<file path="config.mk">
export PLATFORM = sky130hd
export DESIGN_NAME = mcaa_top
export DESIGN_NICKNAME = d
export VERILOG_FILES = /design/src/common/mcaa_pkg.sv /design/src/hdl/mcaa_ring_filter.sv /design/src/hdl/mcaa_top.sv
export VERILOG_INCLUDE_DIRS = /design/src /design/src/common
export SDC_FILE = /design/constraint.sdc
export NUM_CORES = 1
export LEC_CHECK = 0
export BUFFER_PORTS_ARGS = -buffer_cell sky130_fd_sc_hd__buf_2
export CORE_UTILIZATION = 45
export CTS_BUF_LIST = sky130_fd_sc_hd__clkbuf_8
export DETAILED_ROUTE_END_ITERATION = 7
export PLACE_DENSITY_LB_ADDON = 0.05
export SETUP_SLACK_MARGIN = 0.05
export SLEW_MARGIN = 20
export SYNTH_ARGS = -nofsm -noshare
export SYNTH_HDL_FRONTEND = slang
export SYNTH_SLANG_ARGS = --single-unit
</file>
<file path="constraint.sdc">
create_clock -name CLK_SYS -period 2.3 [get_ports CLK_SYS]
set_clock_uncertainty 0.1 [all_clocks]
set_input_delay 0 -clock CLK_SYS [delete_from_list [all_inputs] [get_ports CLK_SYS]]
set_output_delay 0 -clock CLK_SYS [all_outputs]
set_load 0.1 [all_outputs]
</file>
<file path="src/common/mcaa_consts.svh">
// constants for the modem-control block of one serial channel: control bits, status layout, timing counts.
// assumes the includer compiles with mcaa_pkg and runs the channel clock at the rate below.
// How it works
// - while bit 8 of the line control word is set, each lead change is written into the receive character FIFO.
// - every lead change is always recorded in the status word, whatever bit 8 holds.
// - a ring change counts only after the new level has held for at least 30 ms; only then is it reported.
// - a change on carrier, set-ready, clear-to-send or ring raises the receive interrupt through the FIFO.
// - the block never gates a transmitter or receiver on any lead; software alone decides.
// - request-to-send and terminal-ready are driven out; clear-to-send, set-ready, carrier and ring come in.
`ifndef MCAA_CONSTS_SVH
`define MCAA_CONSTS_SVH

`define MCAA_LC_WIDTH          16
`define MCAA_LC_DTR_BIT        0
`define MCAA_LC_RTS_BIT        1
`define MCAA_LC_REPORT_BIT     8
`define MCAA_LC_RESET          16'h0000

`define MCAA_CLK_HZ            40000000
`define MCAA_RING_STABLE_MS    30
`define MCAA_RING_STABLE_CYC   ((`MCAA_CLK_HZ / 1000) * `MCAA_RING_STABLE_MS)

`define MCAA_LEADS_RESET       4'h0
`define MCAA_FIFO_TAG          1'h1

`endif

</file>
<file path="src/common/mcaa_pkg.sv">
// types shared by the modem-control block and its ring filter.
// assumes nothing of its surroundings.
package mcaa_pkg;

	typedef struct packed {
		logic dcd;
		logic dsr;
		logic cts;
		logic ri;
	} mcaa_leads_type;

	typedef struct packed {
		mcaa_leads_type changed;
		mcaa_leads_type level;
	} mcaa_status_type;

	typedef struct packed {
		logic           modem_tag;
		logic [2:0]     spare;
		mcaa_leads_type changed;
		mcaa_leads_type level;
	} mcaa_fifo_word_type;

	typedef struct packed {
		logic filt;
		logic [31:0] cnt;
	} mcaa_filt_state_type;

endpackage

</file>
<file path="src/hdl/mcaa_ring_filter.sv">
// stability filter for the ring lead: passes a new level only after it has held a set number of cycles.
// assumes its input is already synchronised to CLK_SYS.
`timescale 1ns/1ps
`include "mcaa_consts.svh"
module mcaa_ring_filter #(
	parameter int STABLE_CYCLES = `MCAA_RING_STABLE_CYC
) (
	input  wire logic clk_sys,
	input  wire logic arst_n,
	input  wire logic level_in,
	output logic      level_out
);

	if (STABLE_CYCLES < 2) begin : g_check
		$error("ring filter needs at least two stable cycles");
	end

	mcaa_pkg::mcaa_filt_state_type st_reg;
	mcaa_pkg::mcaa_filt_state_type st_next;

	// any bounce back to the held level restarts the count
	always_comb begin
		st_next = st_reg;
		if (level_in != st_reg.filt) begin
			if (st_reg.cnt >= 32'(STABLE_CYCLES - 1)) begin
				st_next.filt = level_in;
				st_next.cnt  = 32'h0000_0000;
			end else begin
				st_next.cnt = st_reg.cnt + 32'h0000_0001;
			end
		end else begin
			st_next.cnt = 32'h0000_0000;
		end
	end

	always_ff @(posedge clk_sys or negedge arst_n) begin
		if (!arst_n) begin
			st_reg <= '0;
		end else begin
			st_reg <= st_next;
		end
	end

	assign level_out = st_reg.filt;

	// helper: consecutive cycles the input has differed from the held level
	logic [31:0] run_reg;
	always_ff @(posedge clk_sys or negedge arst_n) begin
		if (!arst_n) begin
			run_reg <= 32'h0000_0000;
		end else if (level_in != st_reg.filt) begin
			run_reg <= run_reg + 32'h0000_0001;
		end else begin
			run_reg <= 32'h0000_0000;
		end
	end
endmodule

</file>
<file path="src/hdl/mcaa_top.sv">
// modem-control leads of one asynchronous serial channel: drives terminal-ready and request-to-send,
// watches ring, set-ready, clear-to-send and carrier, keeps a status word and offers FIFO entries.
// assumes one clock, the receive FIFO outside accepts a write on every pulse, and the line control
// word is held by the register logic outside this block.
`timescale 1ns/1ps
`include "mcaa_consts.svh"
module mcaa_top #(
	parameter int RING_STABLE_CYCLES = `MCAA_RING_STABLE_CYC
) (
	input  wire logic                         CLK_SYS,
	input  wire logic                         ARST_N,
	input  wire logic [`MCAA_LC_WIDTH-1:0]    LINE_CONTROL,
	input  wire logic [3:0]                   STATUS_CLR,
	input  wire logic                         RING_IN,
	input  wire logic                         DSR_IN,
	input  wire logic                         CTS_IN,
	input  wire logic                         DCD_IN,
	output logic                              DTR_OUT,
	output logic                              RTS_OUT,
	output mcaa_pkg::mcaa_status_type         STATUS,
	output logic                              FIFO_WR_VALID,
	output mcaa_pkg::mcaa_fifo_word_type      FIFO_WR_DATA
);

	if (RING_STABLE_CYCLES < 2) begin : g_check
		$error("RING_STABLE_CYCLES must be at least 2");
	end

	// the report enable must sit inside the control word
	if (`MCAA_LC_WIDTH <= `MCAA_LC_REPORT_BIT) begin : g_lc_check
		$error("line control word too narrow for the report enable");
	end

	typedef struct packed {
		mcaa_pkg::mcaa_leads_type     sync1;
		mcaa_pkg::mcaa_leads_type     sync2;
		mcaa_pkg::mcaa_leads_type     reported;
		mcaa_pkg::mcaa_leads_type     changed;
		logic                         dtr;
		logic                         rts;
		logic                         fifo_valid;
		mcaa_pkg::mcaa_fifo_word_type fifo_word;
	} mcaa_state_type;

	mcaa_state_type           state_reg;
	mcaa_state_type           state_next;
	logic                     ring_filtered;
	mcaa_pkg::mcaa_leads_type current;
	mcaa_pkg::mcaa_leads_type diff;

	// ring is slow and bouncy, so only it gets the long filter
	mcaa_ring_filter #(
		.STABLE_CYCLES (RING_STABLE_CYCLES)
	) u_ring_filter (
		.clk_sys   (CLK_SYS),
		.arst_n    (ARST_N),
		.level_in  (state_reg.sync2.ri),
		.level_out (ring_filtered)
	);

	function automatic mcaa_pkg::mcaa_leads_type lead_pack(
		input logic dcd,
		input logic dsr,
		input logic cts,
		input logic ri
	);
		mcaa_pkg::mcaa_leads_type l;
		l.dcd = dcd;
		l.dsr = dsr;
		l.cts = cts;
		l.ri  = ri;
		return l;
	endfunction

	always_comb begin
		current = state_reg.sync2;
		current.ri = ring_filtered;
		diff = state_reg.reported ^ current;
	end

	always_comb begin
		state_next = state_reg;
		// first stage feeds only the second
		state_next.sync1 = lead_pack(DCD_IN, DSR_IN, CTS_IN, RING_IN);
		state_next.sync2 = state_reg.sync1;
		state_next.reported = current;
		// set wins over a clear arriving in the same cycle
		state_next.changed = (state_reg.changed & ~mcaa_pkg::mcaa_leads_type'(STATUS_CLR)) | diff;
		// leads only go out; nothing here stalls a data path
		state_next.dtr = LINE_CONTROL[`MCAA_LC_DTR_BIT];
		state_next.rts = LINE_CONTROL[`MCAA_LC_RTS_BIT];
		// the FIFO write is what raises the receive interrupt downstream
		state_next.fifo_valid = (|diff) && LINE_CONTROL[`MCAA_LC_REPORT_BIT];
		if (state_next.fifo_valid) begin
			state_next.fifo_word.modem_tag = `MCAA_FIFO_TAG;
			state_next.fifo_word.spare     = 3'h0;
			state_next.fifo_word.changed   = diff;
			state_next.fifo_word.level     = current;
		end
	end

	always_ff @(posedge CLK_SYS or negedge ARST_N) begin
		if (!ARST_N) begin
			state_reg <= '0;
		end else begin
			state_reg <= state_next;
		end
	end

	assign DTR_OUT       = state_reg.dtr;
	assign RTS_OUT       = state_reg.rts;
	assign STATUS        = {state_reg.changed, state_reg.reported};
	assign FIFO_WR_VALID = state_reg.fifo_valid;
	assign FIFO_WR_DATA  = state_reg.fifo_word;
endmodule

</file>
==> metrics.cfg, run 1 <==
[timing]
hold_viol=0
tightest_slew_ns=0.8847
timing.final.crit_share_pct=87.72
timing.fmax_ghz=0.4956
setup_tns_ns=0
finalCriticalPeriod_ns=2.018
maxSlewHeadroom_pct=41.02
final-setup-viol-count=0
holdWs_ns=0.2192
rsz0062_at_grt=false
final_max_slew_viol_count=0
worst_slack_ns=0.2824

[global_route]
antenna_found_initial=0
grt_pass1_wl_mm=7.293
grt_max_degree=43
grt_pass1_vias=1642
grt-ovfl-total=0
grt_usage_pct=18.44

[logic_synthesis]
synth_area_sq_um=2342
synth_commonest_cells=dfrtp_1, nor2_1, o21ai_0
yosys.area.top_type_share_pct=65.17
ys_ff_latch=61
synth.avg_cell_area_sq_um=12.26
synth_cell_types=34
synth_area_leaders=dfrtp_1, xnor2_1, o21ai_0, nor2_1, mux2_2
ys_warn_count=0
syn_inst=191
synth-main-ff-cell=dfrtp_1
yosysTopAreaCell=dfrtp_1
yosysMostFrequentCell=dfrtp_1
async_flop_share_pct=100.0
synth_edf_count=0
ys_seq_area_share_pct=65.17

[power]
vdd_ir_drop_max_v=0.0005278
p_total_mw=2.505
power_density_nw_per_um2=846.6
p_leak_nw=1.299

[detailed_routing]
vias=1620
drt_wl_total_mm=4.239
antenna_left=0
first_pass_iters=4
avgViaCountPerCell=4.924
routedWlPerCell_um=12.88
drt_iter0_drc=71
drc_errors=0

[setup_path]
cp_data_required_time_ns=2.39
arrival_ns=2.11
crit_path_start=u_ring_filter.st_reg[18]
end_kind=register
crit_slowest_cell=or4b_1
rr_startpoint=u_ring_filter.st_reg[18]
cp_max_fo=21
crit_type=register to register
reg2reg_slack_ns=0.28
slowest_delay_ns=0.54
r2r_end=u_ring_filter.st_reg[6]
reg2regPathDepth=5
startpoint_type=register
crit_chain=or4b_1, a211oi_1, a211o_1, buf_4, nor2_1

[cells_and_area]
area_delta_synth_final_pct=26.34
final_nets=284
drive_above_1_share_pct=24.81
n_antenna_cell=0
largest_reg_flops=32

[floorplanning]
ios=49
die_h_um=74.15
rows=25
chipWidth_um=74.15
start_util_pct=48.00
core_area_sq_um=4880
dieArea_sq_um=5497

[place]
routabilityCongestion=0.7977
port-buffer-count=32
place_ws_ns=0.3114
dp_hpwl_mm=2.844

[clocking]
cts_sinks=61
clkTransAtPathRegs_ns=0.06
root_buffer=clkbuf_8
cts_buffer_depth=2
cts_max_level=3
cts_setup_buffers=0
clock_latency_ns=0.32
numCtsBuffers=9
cts_tree=done

[flow_run]
drv_cap=0

[hold_path]
hold_end=state_next[25]
hp-start=DSR_IN
hold_depth=2
hold_class=input pin to register

[run_status]
status=finished, final reports clean

==> worst max path at each step <==
stage / endpoint / slack [ns] / depth (start not counted)
floorplan: FIFO_WR_DATA[0] / 0.1 / 4
global placement: u_ring_filter.st_reg[9] / 0.32 / 5
detailed placement: u_ring_filter.st_reg[5] / 0.31 / 5
CTS: u_ring_filter.st_reg[6] / 0.28 / 5
global route: u_ring_filter.st_reg[18] / 0.21 / 5
finish: u_ring_filter.st_reg[6] / 0.28 / 5
==> kinds of logic after synthesis <==
family          Yosys count  synth area share, %
compound gates           28                7.158
xor+xnor                 18                6.731
fa+ha+maj                 1               0.5341
buf+inv                  16                3.152
flops                    61                65.17
mux                       5                2.404
other cells               1               0.1601
simple gates             61                14.69
==> critical path: cells and delay by family, from the launching register on <==
kind	cells	cell delay (ns)
compound gates	2	0.49
buf+inv	1	0.25
flops	1	0.41
simple gates	2	0.63
==> area by class of cell <==
type,count,area [sq um]
fill,415,1921
tap,67,83.83
clock inverter,4,45.04
clock buffer,12,165.2
timing repair buffer,48,310.3
inverter,10,37.54
sequential,61,1526
multi-input combinational,127,790.8
==> report_power, final <==
group | internal [mW] | switching, mW
Combinational | 0.0665 | 0.332
Clock | 0.583 | 0.376
Sequential | 1.12 | 0.0233
Total | 1.77 | 0.731
==> routing by layer <==
layer / wire length, um / up-vias / GRT usage (%)
met5: 0 / - / 0
met4: 80 / 0 / 11.75
met3: 149 / 9 / 4.472
met2: 2121 / 46 / 29.70
met1: 1888 / 788 / 22.29
li1: - / 777 / -
==> timing repair <==
action | 4_1_cts | 5_1_grt
hold buffers | 12 | 0
hold endpoints to repair | 54 | 0
gates resized for setup | 0 | 0
setup endpoints to repair | 0 | 0
==> placed cells by master, fill, tap and decap left out, types with 3 or more instances in the layout <==
cell	n
nor4_1	3
inv_1	10
nand4_1	4
o21ai_0	15
dfrtp_1	61
nand2_1	7
xor2_1	5
mux2_2	5
nor3_1	5
clkbuf_8	12
conb_1	14
xnor2_1	13
nor2_1	17
a21oi_1	5
clkinv_2	3
buf_4	4
dlygate4sd3_1	12
or3_1	5
nand3_1	9
buf_2	32
==> metrics by stage <==
stage / utilization (%) / area [sq um] / std cells
2_1_floorplan: - / 2391 / 204
3_3_place_gp: 53.87 / 2629 / 301
3_5_place_dp: 53.87 / 2629 / 301
4_1_cts: 60.64 / 2959 / 329
5_1_grt: 60.64 / 2959 / 329
6_report: 60.64 / 2959 / 329
No activity file was read; power rests on OpenSTA's default activity.
==> inputs of run 2 (changes only) <==
BUFFER_PORTS_ARGS = unset   (was -buffer_cell sky130_fd_sc_hd__buf_2)
DONT_BUFFER_PORTS = 1   (was unset)
==> run 2 against run 1 <==
  * Critical path depth unchanged
  * Register-to-register slack worse by 0.03 ns
  * Routed wire length unchanged
  * Combinational power down 2%
  * Largest cell class unchanged
==> metrics.cfg, run 2 (synthesized netlist as in run 1, its figures left out) <==
[run_status]
status=finished, final reports clean

[power]
swShare_pct=31.90  ; +2.7 points
power.share.combinational_pct=16.0  ; about the same
clkPwrFrac_pct=36.1  ; -2.2 points
power_frac_seq_pct=47.9  ; +2.1 points
power_density_nw_per_um2=834.6  ; -1.4%
p_total_mw=2.439  ; -2.6%
power.switching_mw=0.7781  ; +6.4%
vdd_ir_drop_max_v=0.0006456  ; +22%
p_int_mw=1.661  ; -6.3%
p_leak_nw=1.244  ; -4.3%

[timing]
final-setup-viol-count=0  ; unchanged
timing.fmax_ghz=0.4883  ; -1.5%
tightest_slew_ns=0.8718  ; -0.01286 ns
holdWs_ns=0.07918  ; -0.1400 ns
final_max_slew_viol_count=0  ; unchanged
hold_viol=0  ; unchanged
rsz0062_at_grt=false
setup_tns_ns=0  ; unchanged
timing.final.crit_share_pct=89.03  ; +1.3 points
worst_slack_ns=0.2523  ; -0.03015 ns
finalCriticalPeriod_ns=2.048  ; +0.03015 ns
maxSlewHeadroom_pct=41.92  ; +0.90 points

[global_route]
antenna_found_initial=0  ; unchanged
grt_pass1_vias=1601  ; -2.5%
grt_pass1_wl_mm=7.286  ; about the same
grt_usage_pct=18.29  ; -0.15 points
grt-ovfl-total=0  ; unchanged
grt_max_degree=62  ; +44%

[setup_path]
rr_startpoint=u_ring_filter.st_reg[18]
cp-endpoint=u_ring_filter.st_reg[11]
r2r_end=u_ring_filter.st_reg[11]
crit_cells=5  ; unchanged
crit_path_start=u_ring_filter.st_reg[18]
reg2regPathDepth=5  ; unchanged
crit_slowest_cell=or4b_1
crit_type=register to register
crit_chain=or4b_1, a211oi_1, a211o_1, buf_4, nor2_1
critical_path.top_delay_family=simple AND/OR/NAND/NOR gates
cp_max_fo=21  ; unchanged
slowest_delay_ns=0.55  ; about the same
end_kind=register
startpoint_type=register
arrival_ns=2.16  ; +0.05 ns
reg2reg_slack_ns=0.25  ; -0.03 ns
critPathBufInv=1  ; unchanged
cp_data_required_time_ns=2.41  ; +0.02 ns

[clocking]
clock_latency_ns=0.33  ; about the same
clkTransAtPathRegs_ns=0.07  ; about the same
cts_sinks=61  ; unchanged
numCtsBuffers=9  ; unchanged
cts_max_level=3  ; unchanged
cts_tree=done
root_buffer=clkbuf_8
cts_buffer_depth=2  ; unchanged
cts_setup_buffers=0  ; unchanged

[place]
port-buffer-count=0  ; -100%
placed_cell_area_sq_um=2581  ; -1.8%
dpl.cell_count=284  ; -5.6%
routabilityCongestion=0.7689  ; -3.6%
place_ws_ns=0.2929  ; -0.01848 ns
dp_hpwl_mm=2.909  ; +2.3%

[cells_and_area]
finalNonFillerCells=313  ; -4.9%
area_delta_synth_final_pct=24.79
final_core_util_pct=59.90  ; -0.74 points
n_antenna_cell=0  ; unchanged
drive_above_1_share_pct=19.92  ; -4.9 points
final_common_cell=dfrtp_1
final_nets=268  ; -5.6%
fin_area_sq_um=2923  ; -1.2%
largest_reg_flops=32  ; unchanged
final_cell_mix=dfrtp_1, buf_4, nor2_1, o21ai_0, conb_1

[floorplanning]
core_area_sq_um=4880  ; unchanged
dieArea_sq_um=5497  ; unchanged
die_h_um=74.15  ; unchanged
rows=25  ; unchanged
chipWidth_um=74.15  ; unchanged
ios=49  ; unchanged
start_util_pct=48.00  ; unchanged

[detailed_routing]
vias=1579  ; -2.5%
drc_errors=0  ; unchanged
drt_iter0_drc=91  ; +28%
routedWlPerCell_um=13.54  ; +5.1%
first_pass_iters=4  ; unchanged
drt_wl_total_mm=4.239  ; unchanged
antenna_left=0  ; unchanged
avgViaCountPerCell=5.045  ; +2.5%

[hold_path]
hold_class=input pin to async pin

[flow_run]
drv_cap=0  ; unchanged

-- run 2: worst reg2reg max path: cells and delay by family (launching register included) --
kind / cells / cell delay, ns
and+or+nand+nor: 2 / 0.64
AOI/OAI and AO/OA: 2 / 0.52
buffers and inverters: 1 / 0.24
DFF: 1 / 0.43
-- run 2: worst min path at each step --
stage | startpoint | to | slack [ns] | depth (start not counted)
after detailed placement | ARST_N | STATUS[7] | -0.39 | 0
after floorplan | ARST_N | DTR_OUT | -0.40 | 0
after global routing | LINE_CONTROL[0] | DTR_OUT | 0.09 | 1
after CTS | ARST_N | STATUS[5] | 0.09 | 2
after global placement | ARST_N | FIFO_WR_DATA[7] | -0.39 | 0
final | ARST_N | STATUS[7] | 0.08 | 2
-- run 2: cell type report --
type,instances,area [sq um]
Fill cell,419,1957
Sequential cell,61,1526
Multi-Input combinational cell,127,790.8
Timing Repair Buffer,32,290.3
Clock buffer,11,151.4
Tap cell,67,83.83
Clock inverter,5,42.54
Inverter,10,37.54
-- run 2: power by group through the flow --
stage | clock network [mW] | logic (mW) | registers [mW]
final | 0.881 | 0.390 | 1.17
after global routing | 0.961 | 0.407 | 1.17
after CTS | 0.902 | 0.393 | 1.17
after detailed placement | 0 | 0.350 | 1.19
after global placement | 0 | 0.347 | 1.19
after floorplan | 0 | 0.0641 | 1.41
-- run 2: timing repair --
action | 4_1_cts | 5_1_grt
hold buffers | 13 | 0
endpoints found under the hold margin | 75 | 0
resized for setup | 0 | 0
-- run 2: metal layers --
layer,GRT usage [%],vias to the layer above,part of all wire (%)
li1,-,747,-
met1,22.19,780,44
met2,29.19,44,49
met3,5.285,8,4.3
met4,10.68,0,2.4
met5,0,-,0
